==> config.mk <==
export PLATFORM = sky130hd
export DESIGN_NAME = gmr_sink_pe_flat
export DESIGN_NICKNAME = d
export VERILOG_FILES = /design/src/design/gmr_pkg.sv /design/src/design/gmr_link_if.sv /design/src/design/gmr_sink_pe.sv /design/src/flat_wrapper.sv
export SDC_FILE = /design/constraint.sdc
export NUM_CORES = 1
export LEC_CHECK = 0
export BUFFER_PORTS_ARGS = -buffer_cell sky130_fd_sc_hd__buf_4
export CAP_MARGIN = 15
export CORE_UTILIZATION = 25
export CTS_BUF_LIST = sky130_fd_sc_hd__clkbuf_2 sky130_fd_sc_hd__clkbuf_4 sky130_fd_sc_hd__clkbuf_8
export DETAILED_ROUTE_END_ITERATION = 16
export PLACE_DENSITY = 0.37
export SLEW_MARGIN = 10
export SYNTH_ARGS = -nofsm -noshare
export SYNTH_HDL_FRONTEND = slang
export SYNTH_SLANG_ARGS = --single-unit
==> constraint.sdc <==
create_clock -name CORE_CLK -period 4 [get_ports CORE_CLK]
set_input_delay 0.2 -clock CORE_CLK [delete_from_list [all_inputs] [get_ports CORE_CLK]]
set_output_delay 0.2 -clock CORE_CLK [all_outputs]
set_load 0.05 [all_outputs]
==> src/design/gmr_pkg.sv <==
// Shared constants and types for the reduced-power sequencer ends
package gmr_pkg;

    // ==================================================================
    // Clock and timing
    localparam int CLK_PERIOD_NS = 20;
    // Source transition wait, in microseconds
    localparam int SOURCE_TRANSITION_WAIT_US = 25;
    localparam int SOURCE_TRANSITION_WAIT_CYC = SOURCE_TRANSITION_WAIT_US * 1000 / CLK_PERIOD_NS;
    // Source ready time, in microseconds
    localparam int SOURCE_READY_TIME_US = 285;
    localparam int SOURCE_READY_TIME_CYC = SOURCE_READY_TIME_US * 1000 / CLK_PERIOD_NS;
    // Sink new power time, in microseconds
    localparam int SINK_NEW_POWER_TIME_US = 15;
    localparam int SINK_NEW_POWER_TIME_CYC = SINK_NEW_POWER_TIME_US * 1000 / CLK_PERIOD_NS;
    // Supply transition timer, in microseconds
    localparam int SUPPLY_TRANSITION_TIMER_US = 500;
    localparam int SUPPLY_TRANSITION_TIMER_CYC =
        SUPPLY_TRANSITION_TIMER_US * 1000 / CLK_PERIOD_NS;
    // New sink settle time, in microseconds
    localparam int NEW_SINK_SETTLE_TIME_US = 15;
    localparam int NEW_SINK_SETTLE_TIME_CYC = NEW_SINK_SETTLE_TIME_US * 1000 / CLK_PERIOD_NS;
    // Source off supervision timer, in microseconds
    localparam int SOURCE_OFF_SUPERVISION_TIMER_US = 800;
    localparam int SOURCE_OFF_SUPERVISION_TIMER_CYC =
        SOURCE_OFF_SUPERVISION_TIMER_US * 1000 / CLK_PERIOD_NS;
    localparam int TIMER_W = 32;

    // ==================================================================
    // Message codes on the link
    typedef enum logic [1:0] {
        MSG_NONE = 2'h0,
        MSG_GOTO_MIN = 2'h1,
        MSG_PS_READY = 2'h2
    } gmr_msg_t;

endpackage : gmr_pkg

==> src/design/gmr_link_if.sv <==
// Message link between the source-side and sink-side policy engines
`timescale 1ns/1ps
interface gmr_link_if;
    import gmr_pkg::*;
    // Source to sink message and good-CRC reply back
    logic src_msg_valid;
    gmr_msg_t src_msg;
    logic snk_ack;
    // One modport per end; only the source sends messages in this sequence
    modport source (output src_msg_valid, output src_msg, input snk_ack);
    modport sink (input src_msg_valid, input src_msg, output snk_ack);
endinterface : gmr_link_if

==> src/design/gmr_sink_pe.sv <==
// Sink-side policy engine for the reduced-power sequence and swap settle
`timescale 1ns/1ps
module gmr_sink_pe
    import gmr_pkg::*;
#(
    parameter int TRANSITION_CYC = SUPPLY_TRANSITION_TIMER_CYC,
    parameter int NEW_POWER_CYC = SINK_NEW_POWER_TIME_CYC,
    parameter int SETTLE_CYC = NEW_SINK_SETTLE_TIME_CYC,
    parameter int SRC_OFF_CYC = SOURCE_OFF_SUPERVISION_TIMER_CYC
)(
    input wire logic CORE_CLK,
    input wire logic NRST,
    gmr_link_if.sink LINK,
    input wire logic SWAP_ACTIVE,
    input wire logic SUPPLY_DONE,
    output logic REDUCE_CMD,
    output logic SETTLE_CMD,
    output logic SINK_ROLE_READY,
    output logic TRANSITION_ERR,
    output logic SEQ_DONE
);
    import gmr_pkg::*;

    // ==================================================================
    // State machine
    typedef enum logic [4:0] {
        S_IDLE = 5'h01,
        S_EVAL = 5'h02,
        S_REDUCE = 5'h04,
        S_WAIT_RDY = 5'h08,
        S_SETTLE = 5'h10
    } gmr_snk_state_t;

    gmr_snk_state_t state_q, state_d;
    logic [TIMER_W-1:0] tmr_q, tmr_d;
    logic [TIMER_W-1:0] load_q, load_d;
    logic err_q, err_d;
    logic done_q, done_d;
    logic red_q, red_d;
    logic set_q, set_d;
    logic role_q, role_d;
    logic got_min, got_rdy;

    assign got_min = LINK.src_msg_valid && (LINK.src_msg == MSG_GOTO_MIN);
    assign got_rdy = LINK.src_msg_valid && (LINK.src_msg == MSG_PS_READY);
    // Good-CRC reply given combinationally for every valid message
    assign LINK.snk_ack = LINK.src_msg_valid;

    // Next-state logic
    always_comb
    begin
        state_d = state_q;
        tmr_d = (tmr_q != '0) ? tmr_q - 1'b1 : tmr_q;
        load_d = (load_q != '0) ? load_q - 1'b1 : load_q;
        err_d = 1'b0;
        done_d = 1'b0;
        red_d = red_q;
        set_d = set_q;
        role_d = role_q;
        case (state_q)
            S_IDLE:
            begin
                if (got_min)
                begin
                    tmr_d = TIMER_W'(TRANSITION_CYC);
                    state_d = S_EVAL;
                end
                else if (got_rdy && SWAP_ACTIVE)
                begin
                    // Supervision stops on ready; settle timer starts
                    tmr_d = '0;
                    load_d = TIMER_W'(SETTLE_CYC);
                    set_d = 1'b1;
                    role_d = 1'b0;
                    state_d = S_SETTLE;
                end
            end
            S_EVAL:
            begin
                // One cycle to evaluate after the ack
                red_d = 1'b1;
                load_d = TIMER_W'(NEW_POWER_CYC);
                state_d = S_REDUCE;
            end
            S_REDUCE:
            begin
                if (SUPPLY_DONE || load_q == '0)
                begin
                    red_d = 1'b0;
                    state_d = S_WAIT_RDY;
                end
            end
            S_WAIT_RDY:
            begin
                if (got_rdy)
                begin
                    tmr_d = '0;
                    done_d = 1'b1;
                    state_d = S_IDLE;
                end
                else if (tmr_q == '0)
                begin
                    err_d = 1'b1;
                    state_d = S_IDLE;
                end
            end
            S_SETTLE:
            begin
                // Load-dependent: supply reports when done, bounded by settle time
                if (SUPPLY_DONE || load_q == '0)
                begin
                    set_d = 1'b0;
                    role_d = 1'b1;
                    done_d = 1'b1;
                    state_d = S_IDLE;
                end
            end
            default:
            begin
                state_d = S_IDLE;
            end
        endcase
        if (state_q == S_IDLE && got_min)
            role_d = role_q;
    end

    // Registers
    always_ff @(posedge CORE_CLK or negedge NRST)
    begin
        if (!NRST)
        begin
            state_q <= S_IDLE;
            tmr_q <= '0;
            load_q <= '0;
            err_q <= 1'b0;
            done_q <= 1'b0;
            red_q <= 1'b0;
            set_q <= 1'b0;
            role_q <= 1'b0;
        end
        else
        begin
            state_q <= state_d;
            tmr_q <= tmr_d;
            load_q <= load_d;
            err_q <= err_d;
            done_q <= done_d;
            red_q <= red_d;
            set_q <= set_d;
            role_q <= role_d;
        end
    end

    assign REDUCE_CMD = red_q;
    assign SETTLE_CMD = set_q;
    assign SINK_ROLE_READY = role_q;
    assign TRANSITION_ERR = err_q;
    assign SEQ_DONE = done_q;

    // SRC_OFF_CYC reserved for the earlier swap steps handled elsewhere
    localparam int UNUSED_SRC_OFF = SRC_OFF_CYC;

endmodule : gmr_sink_pe

==> src/flat_wrapper.sv <==
// flat-port wrapper written by rule: the top's interface ports become plain ports
module gmr_sink_pe_flat import gmr_pkg::*;
#(
    parameter int TRANSITION_CYC = SUPPLY_TRANSITION_TIMER_CYC,
    parameter int NEW_POWER_CYC = SINK_NEW_POWER_TIME_CYC,
    parameter int SETTLE_CYC = NEW_SINK_SETTLE_TIME_CYC,
    parameter int SRC_OFF_CYC = SOURCE_OFF_SUPERVISION_TIMER_CYC
)
  (CORE_CLK, NRST, SWAP_ACTIVE, SUPPLY_DONE, REDUCE_CMD, SETTLE_CMD, SINK_ROLE_READY, TRANSITION_ERR, SEQ_DONE, LINK_src_msg_valid, LINK_src_msg, LINK_snk_ack);
  gmr_link_if LINK_i ();
  input wire logic CORE_CLK;
  input wire logic NRST;
  input wire logic SWAP_ACTIVE;
  input wire logic SUPPLY_DONE;
  output logic REDUCE_CMD;
  output logic SETTLE_CMD;
  output logic SINK_ROLE_READY;
  output logic TRANSITION_ERR;
  output logic SEQ_DONE;
  input wire logic [$bits(LINK_i.src_msg_valid)-1:0] LINK_src_msg_valid;
  input wire logic [$bits(LINK_i.src_msg)-1:0] LINK_src_msg;
  output wire logic [$bits(LINK_i.snk_ack)-1:0] LINK_snk_ack;
  assign LINK_i.src_msg_valid = LINK_src_msg_valid;
  assign LINK_i.src_msg = LINK_src_msg;
  assign LINK_snk_ack = LINK_i.snk_ack;
  gmr_sink_pe #(.TRANSITION_CYC(TRANSITION_CYC), .NEW_POWER_CYC(NEW_POWER_CYC), .SETTLE_CYC(SETTLE_CYC), .SRC_OFF_CYC(SRC_OFF_CYC)) u_core (.CORE_CLK(CORE_CLK), .NRST(NRST), .LINK(LINK_i), .SWAP_ACTIVE(SWAP_ACTIVE), .SUPPLY_DONE(SUPPLY_DONE), .REDUCE_CMD(REDUCE_CMD), .SETTLE_CMD(SETTLE_CMD), .SINK_ROLE_READY(SINK_ROLE_READY), .TRANSITION_ERR(TRANSITION_ERR), .SEQ_DONE(SEQ_DONE));
endmodule
==> results of run 1 <==
==> worst max-delay path: stages, from the launching register on <==
cell and delay [ns]:
dfrtp_1 0.40, inv_1 0.12, ha_1 0.21, nor3b_1 0.37, nand4b_1 0.39, or4_1 0.62
or4_1 0.43, a21oi_1 0.15
==> per-stage QoR <==
step           total power (µW)  hold slack [ns]
6_report                   3010            0.187
3_3_place_gp               2400           0.0885
4_1_cts                    3050            0.169
5_1_grt                    3260            0.201
3_5_place_dp               2400           0.0838
2_1_floorplan              2090          -0.0956
==> registers in the layout, indices dropped and copies added (netlist names) <==
register	flops
u_core.load_q	32
u_core.tmr_q	32
u_core.state_q	5
u_core.REDUCE_CMD	1
u_core.SEQ_DONE	1
u_core.SETTLE_CMD	1
u_core.SINK_ROLE_READY	1
u_core.TRANSITION_ERR	1
==> how the worst min path moves through the flow <==
stage,startpoint,end,slack [ns],cells after the start
final,LINK_src_msg_valid,u_core.state_q[0],0.19,4
after global routing,LINK_src_msg_valid,u_core.state_q[0],0.20,4
after CTS,LINK_src_msg_valid,u_core.state_q[0],0.17,4
after detailed placement,NRST,u_core.load_q[20],0.08,1
after global placement,NRST,u_core.load_q[20],0.09,1
after floorplan,NRST,u_core.REDUCE_CMD,-0.1,0
==> layer usage <==
layer / GRT usage (%) / routed length [µm]
met5: 0 / 0
met4: 4.12 / 133
met1: 17.9 / 5020
met2: 20.7 / 4810
met3: 3.85 / 403
==> area by class of cell <==
cell class              instances  area (µm²)  share of cell area [%]
multi-input cells             331        2140                    46.1
flip-flops and latches         74        1850                    39.9
well taps                     216         270                    5.82
repair buffers                 19         145                    3.13
clock buffers                   9         124                    2.67
clock inverters                 7        77.6                    1.67
inverters                       8        30.0                   0.647
==> kinds of logic (layout without fill, tap and decap cells) <==
group / after synthesis / after routing / share of synthesized area, %
AND/OR/NAND/NOR: 196 / 196 / 28.6
AO/OA/AOI/OAI: 112 / 112 / 18.1
flip-flops: 74 / 74 / 45.0
buffers and inverters: 30 / 43 / 3.13
XOR/XNOR: 18 / 18 / 3.83
adder cells (fa/ha/maj): 3 / 3 / 0.912
multiplexers: 2 / 2 / 0.486
==> power by group <==
part	switching (µW)	internal, µW
clock	326	292
sequential	242	954
combinational	736	460
==> synthesized netlist by cell type (all sizes together) (2+ instances only) <==
cell | count | area share [%]
and2 | 3 | 0.46
dfrtp | 73 | 44
and4b | 2 | 0.49
and4 | 2 | 0.43
nor4 | 17 | 2.9
o21ai | 27 | 3.3
o31ai | 14 | 2.8
o41ai | 4 | 1.3
xnor2 | 11 | 2.3
xor2 | 7 | 1.5
a311oi | 3 | 0.64
nand2 | 17 | 1.5
nand3b | 7 | 1.3
a31oi | 8 | 1.2
nand4 | 7 | 1.1
nand3 | 10 | 1.3
nand2b | 8 | 1.2
a21oi | 28 | 3.4
a2111oi | 3 | 0.64
a211oi | 4 | 0.73
inv | 8 | 0.73
o31a | 2 | 0.43
mux2i | 2 | 0.49
ha | 3 | 0.91
clkbuf | 17 | 1.5
a21o | 2 | 0.36
nor2 | 35 | 3.2
or4 | 22 | 4.2
nor2b | 2 | 0.30
nor3 | 15 | 1.8
buf | 5 | 0.85
o211ai | 7 | 1.3
nand4b | 7 | 1.5
or2 | 6 | 0.91
or3 | 30 | 4.6
o21a | 2 | 0.36
==> timing repair <==
action | 4_1_cts | 5_1_grt
resized for setup | 0 | 0
hold buffers | 1 | 0
endpoints found under the hold margin | 15 | 0
==> results.sh, run 1 <==
export IMPL_clock_tree_buffer_depth=2
export IMPL_io_buffers=12
export IMPL_dpl_instance_area_um2=4430
export IMPL_vias=3368
export IMPL_crit_required_ns=4.30
export IMPL_period_needed_ns=2.77
export IMPL_post_route_drc_count=0
export IMPL_drv_cap=0
export IMPL_via_per_inst=5.07
export IMPL_cts_root_buf="clkbuf_8"
export IMPL_initial_core_util_pct=25.7
export IMPL_die_h_um=130
export IMPL_crit_path_max_fanout=7
export IMPL_synthFlopType="dfrtp_1"
export IMPL_routedWlPerCell_um=15.6
export IMPL_diodes=0
export IMPL_critPathCaptureType="register"
export IMPL_fin_crit_sh_pct=69.2
export IMPL_ant_nets=0
export IMPL_syn_inst=435
export IMPL_fmax_mhz=361
export IMPL_cts_buffers=9
export IMPL_post_place_cells=647
export IMPL_max_vdd_ir_drop_mv=0.284
export IMPL_dpl_worst_slack_ns=1.29
export IMPL_ys_async_sr_fraction_pct=100
export IMPL_layout_common_cells="dfrtp_1 (73), nor2_1 (35), or3_1 (30)"
export IMPL_cts_setup_buffers=0
export IMPL_cts_sinks=74
export IMPL_rsz0062_at_grt="false"
export IMPL_gp_congestion=0.723
export IMPL_cp_arrival_ns=3.07
export IMPL_syn_area_per_cell_um2=9.47
export IMPL_startpoint="u_core.tmr_q[0]"
export IMPL_drive_gt1_share_pct=11.6
export IMPL_endpoint="u_core.tmr_q[30]"
export IMPL_r2r_end="u_core.tmr_q[30]"
export IMPL_p_per_area_nw_per_um2=649
export IMPL_drt_iter0_markers=156
export IMPL_synth_edf_count=0
export IMPL_ff2ff_path_depth=7
export IMPL_netlist_area_um2=4120
export IMPL_insertion_delay_ns=0.38
export IMPL_syn_num_nets=445
export IMPL_cts_tree="built"
export IMPL_fillers=1731
export IMPL_pin_count=13
export IMPL_die_w_um=130
export IMPL_dp_final_hpwl_um=6910
export IMPL_grt_max_degree=60
export IMPL_layout_commonest_cell="dfrtp_1"
export IMPL_status="finished, final reports clean"
export IMPL_worstSetupPathType="reg -> reg"
export IMPL_die_area_um2=17000
export IMPL_firstDrtPassIters=4
export IMPL_grt_usage_pct=13.4
export IMPL_fin_nets=453
export IMPL_finalSetupTns_ns=0
export IMPL_cts_max_level=3
export IMPL_r2r_slack_ns=1.23
export IMPL_overflow=0
export IMPL_yosys_warnings=0
export IMPL_wirelength_um=10400
export IMPL_num_rows=46
export IMPL_maxSlewHeadroom_pct=42.1
export IMPL_antenna_found_initial=0
export IMPL_ys_ff_latch=74
export IMPL_power_leakage_uw=0.00186
export IMPL_design_area_um2=4640
export IMPL_worst_pin_slew_ns=0.868
export IMPL_fin_ws_ns=1.23
export IMPL_final_cell_count_no_fill=664
export IMPL_grt_pass1_vias=3174
export IMPL_ys_types=60
export IMPL_clk_pin_slew_worst_paths_ns=0.09
export IMPL_finalHoldViolCount=0
export IMPL_reg2reg_from="u_core.tmr_q[0]"
export IMPL_postLayoutCoreUtil_pct=29.0
export IMPL_min_path_type="in -> reg"
export IMPL_start_kind="register"
export IMPL_seq_area_frac_synth_pct=45.0
export IMPL_setup_viol=0
export IMPL_grt_pass1_wl_um=17200
export IMPL_area_growth_syn_to_layout_pct=12.7
export IMPL_fin_skew_ns=0.0163
export IMPL_core_um2=16000
export IMPL_slew_violations=0
Power figures use the tool's default switching activity.
==> inputs of run 2 (changes only) <==
==> constraint.sdc (replaced) <==
create_clock -name CORE_CLK -period 2.8 [get_ports CORE_CLK]
set_input_delay 0.14 -clock CORE_CLK [delete_from_list [all_inputs] [get_ports CORE_CLK]]
set_output_delay 0.14 -clock CORE_CLK [all_outputs]
set_load 0.05 [all_outputs]
==> run 2 against run 1 <==
Compared with the run above:
- clock skew fell by 0.0044 ns
- combinational power rose by 48%
- maximum frequency rose by 5.0%
- critical path depth fell by 1
- power rose by 45%
- worst hold slack got worse by 0.049 ns
- clock-buffer cell count rose by 3
- setup slack got worse by 1.1 ns
- register-to-register slack got worse by 1.1 ns
- global-route usage rose by 0.15 points
- first-iteration DRC count fell by 16%
- critical endpoint is now u_core.load_q[6]
==> results.sh, run 2 (synthesis results as in run 1) <==
export IMPL_status="finished, final reports clean"
export IMPL_die_w_um=130
export IMPL_firstDrtPassIters=4
export IMPL_max_stage_delay_ns=0.57
export IMPL_setup_viol=0
export IMPL_antenna_found_initial=0
export IMPL_layout_common_cells="dfrtp_1 (73), nor2_1 (35), buf_4 (33)"
export IMPL_drive_gt1_share_pct=14.7
export IMPL_vias=3466
export IMPL_die_h_um=130
export IMPL_insertion_delay_ns=0.37
export IMPL_cts_tree="built"
export IMPL_period_needed_ns=2.64
export IMPL_crit_path_max_fanout=20
export IMPL_power_leakage_uw=0.00195
export IMPL_crit_path_cell_trace="or4_4 > or3_1 > nor4_2 > buf_4 > nor3_1 > or3b_1"
export IMPL_cts_buffers=9
export IMPL_num_rows=46
export IMPL_max_vdd_ir_drop_mv=0.282
export IMPL_critPathCaptureType="register"
export IMPL_core_um2=16000
export IMPL_finalSetupTns_ns=0
export IMPL_post_route_drc_count=0
export IMPL_gp_congestion=0.689
export IMPL_fin_skew_ns=0.0118
export IMPL_drt_iter0_markers=131
export IMPL_drv_cap=0
export IMPL_via_per_inst=5.10
export IMPL_clock_tree_buffer_depth=2
export IMPL_layout_commonest_cell="dfrtp_1"
export IMPL_crit_required_ns=3.05
export IMPL_pin_count=13
export IMPL_fin_crit_sh_pct=94.1
export IMPL_finalHoldViolCount=0
export IMPL_overflow=0
export IMPL_die_area_um2=17000
export IMPL_cp_arrival_ns=2.89
export IMPL_worst_pin_slew_ns=0.682
export IMPL_diodes=0
export IMPL_cts_setup_buffers=0
export IMPL_clk_pin_slew_worst_paths_ns=0.09
export IMPL_worstSetupPathType="reg -> reg"
export IMPL_start_kind="register"
export IMPL_fin_nets=469
export IMPL_p_total_uw=4360
export IMPL_grt_max_degree=75
export IMPL_wirelength_um=10400
export IMPL_design_area_um2=4780
export IMPL_slew_violations=0
export IMPL_area_growth_syn_to_layout_pct=16.2
export IMPL_cts_sinks=74
export IMPL_cts_root_buf="clkbuf_8"
export IMPL_cts_max_level=3
export IMPL_maxSlewHeadroom_pct=53.9
export IMPL_rsz0062_at_grt="false"
export IMPL_dp_final_hpwl_um=6920
export IMPL_grt_pass1_vias=3313
export IMPL_slowest_stage="or4_4"
export IMPL_dpl_instance_area_um2=4540
export IMPL_p_per_area_nw_per_um2=911
export IMPL_min_path_type="in -> reg"
export IMPL_ant_nets=0
export IMPL_grt_pass1_wl_um=17400
export IMPL_grt_usage_pct=13.5
export IMPL_routedWlPerCell_um=15.3
export IMPL_reg_top3="u_core.load_q: 32 flops, u_core.tmr_q: 32 flops, u_core.state_q: 5 flops"
export IMPL_initial_core_util_pct=25.7
export IMPL_io_buffers=12
export IMPL_fmax_mhz=379
## run 2: cell types whose count changed in the layout (fill, tap and decap cells not counted)
cell | before | now
inv_6 | 1 | 0
buf_16 | 0 | 1
clkbuf_8 | 9 | 10
clkbuf_4 | 0 | 2
buf_4 | 18 | 33
clkinv_4 | 3 | 1
## run 2: final timing paths
path                       slack (ns)                      to  cells after the start              startpoint
min reg2reg                      0.49  u_core.SINK_ROLE_READY                      1  u_core.SINK_ROLE_READY
max                              0.16        u_core.load_q[6]                      6       u_core.load_q[13]
min in group asynchronous        0.21        u_core.tmr_q[22]                      2                    NRST
min                              0.14       u_core.state_q[0]                      4      LINK_src_msg_valid
max reg2reg                      0.16        u_core.load_q[6]                      6       u_core.load_q[13]
max in group asynchronous        1.96       u_core.state_q[0]                      3                    NRST
## run 2: layout make-up
class / count / area, µm²
fillers: 1757 / 11200
multi-input cells: 331 / 2140
flip-flops and latches: 74 / 1850
repair buffers: 35 / 285
well taps: 216 / 270
clock buffers: 12 / 153
clock inverters: 4 / 51.3
inverters: 8 / 30.0
## run 2: layer usage
metal,wire [µm],vias up,global-route usage [%]
li1,-,1721,-
met1,5220,1712,17.8
met2,4790,19,21.5
met3,157,14,2.09
met4,239,0,6.76
met5,0,-,0
## run 2: stage by stage
stage	instances	util, %	worst slack, ns	hold WS, ns
after floorplan	435	-	0.382	-0.156
after global placement	662	28.4	0.219	0.407
after detailed placement	662	28.4	0.171	0.404
after CTS	679	29.7	0.152	0.111
after global routing	680	29.9	0.0836	0.161
final	680	29.9	0.164	0.138
## run 2: what timing repair did
item                      CTS  global route
hold buffers                1             0
hold endpoints to repair   46             0
gates resized for setup     0             0
## run 2: power breakdown
part / switching, µW / leakage, µW / internal [µW]
logic: 1050 / 0.000881 / 720
registers: 350 / 0.000962 / 1360
clock network: 424 / 0.000103 / 456
total: 1820 / 0.00195 / 2540
## run 2: worst max-delay path, delay by kind of cell (launching register included)
kind,cells,cell delay [ns]
flops,1,0.42
simple gates,5,1.82
buf+inv,1,0.27
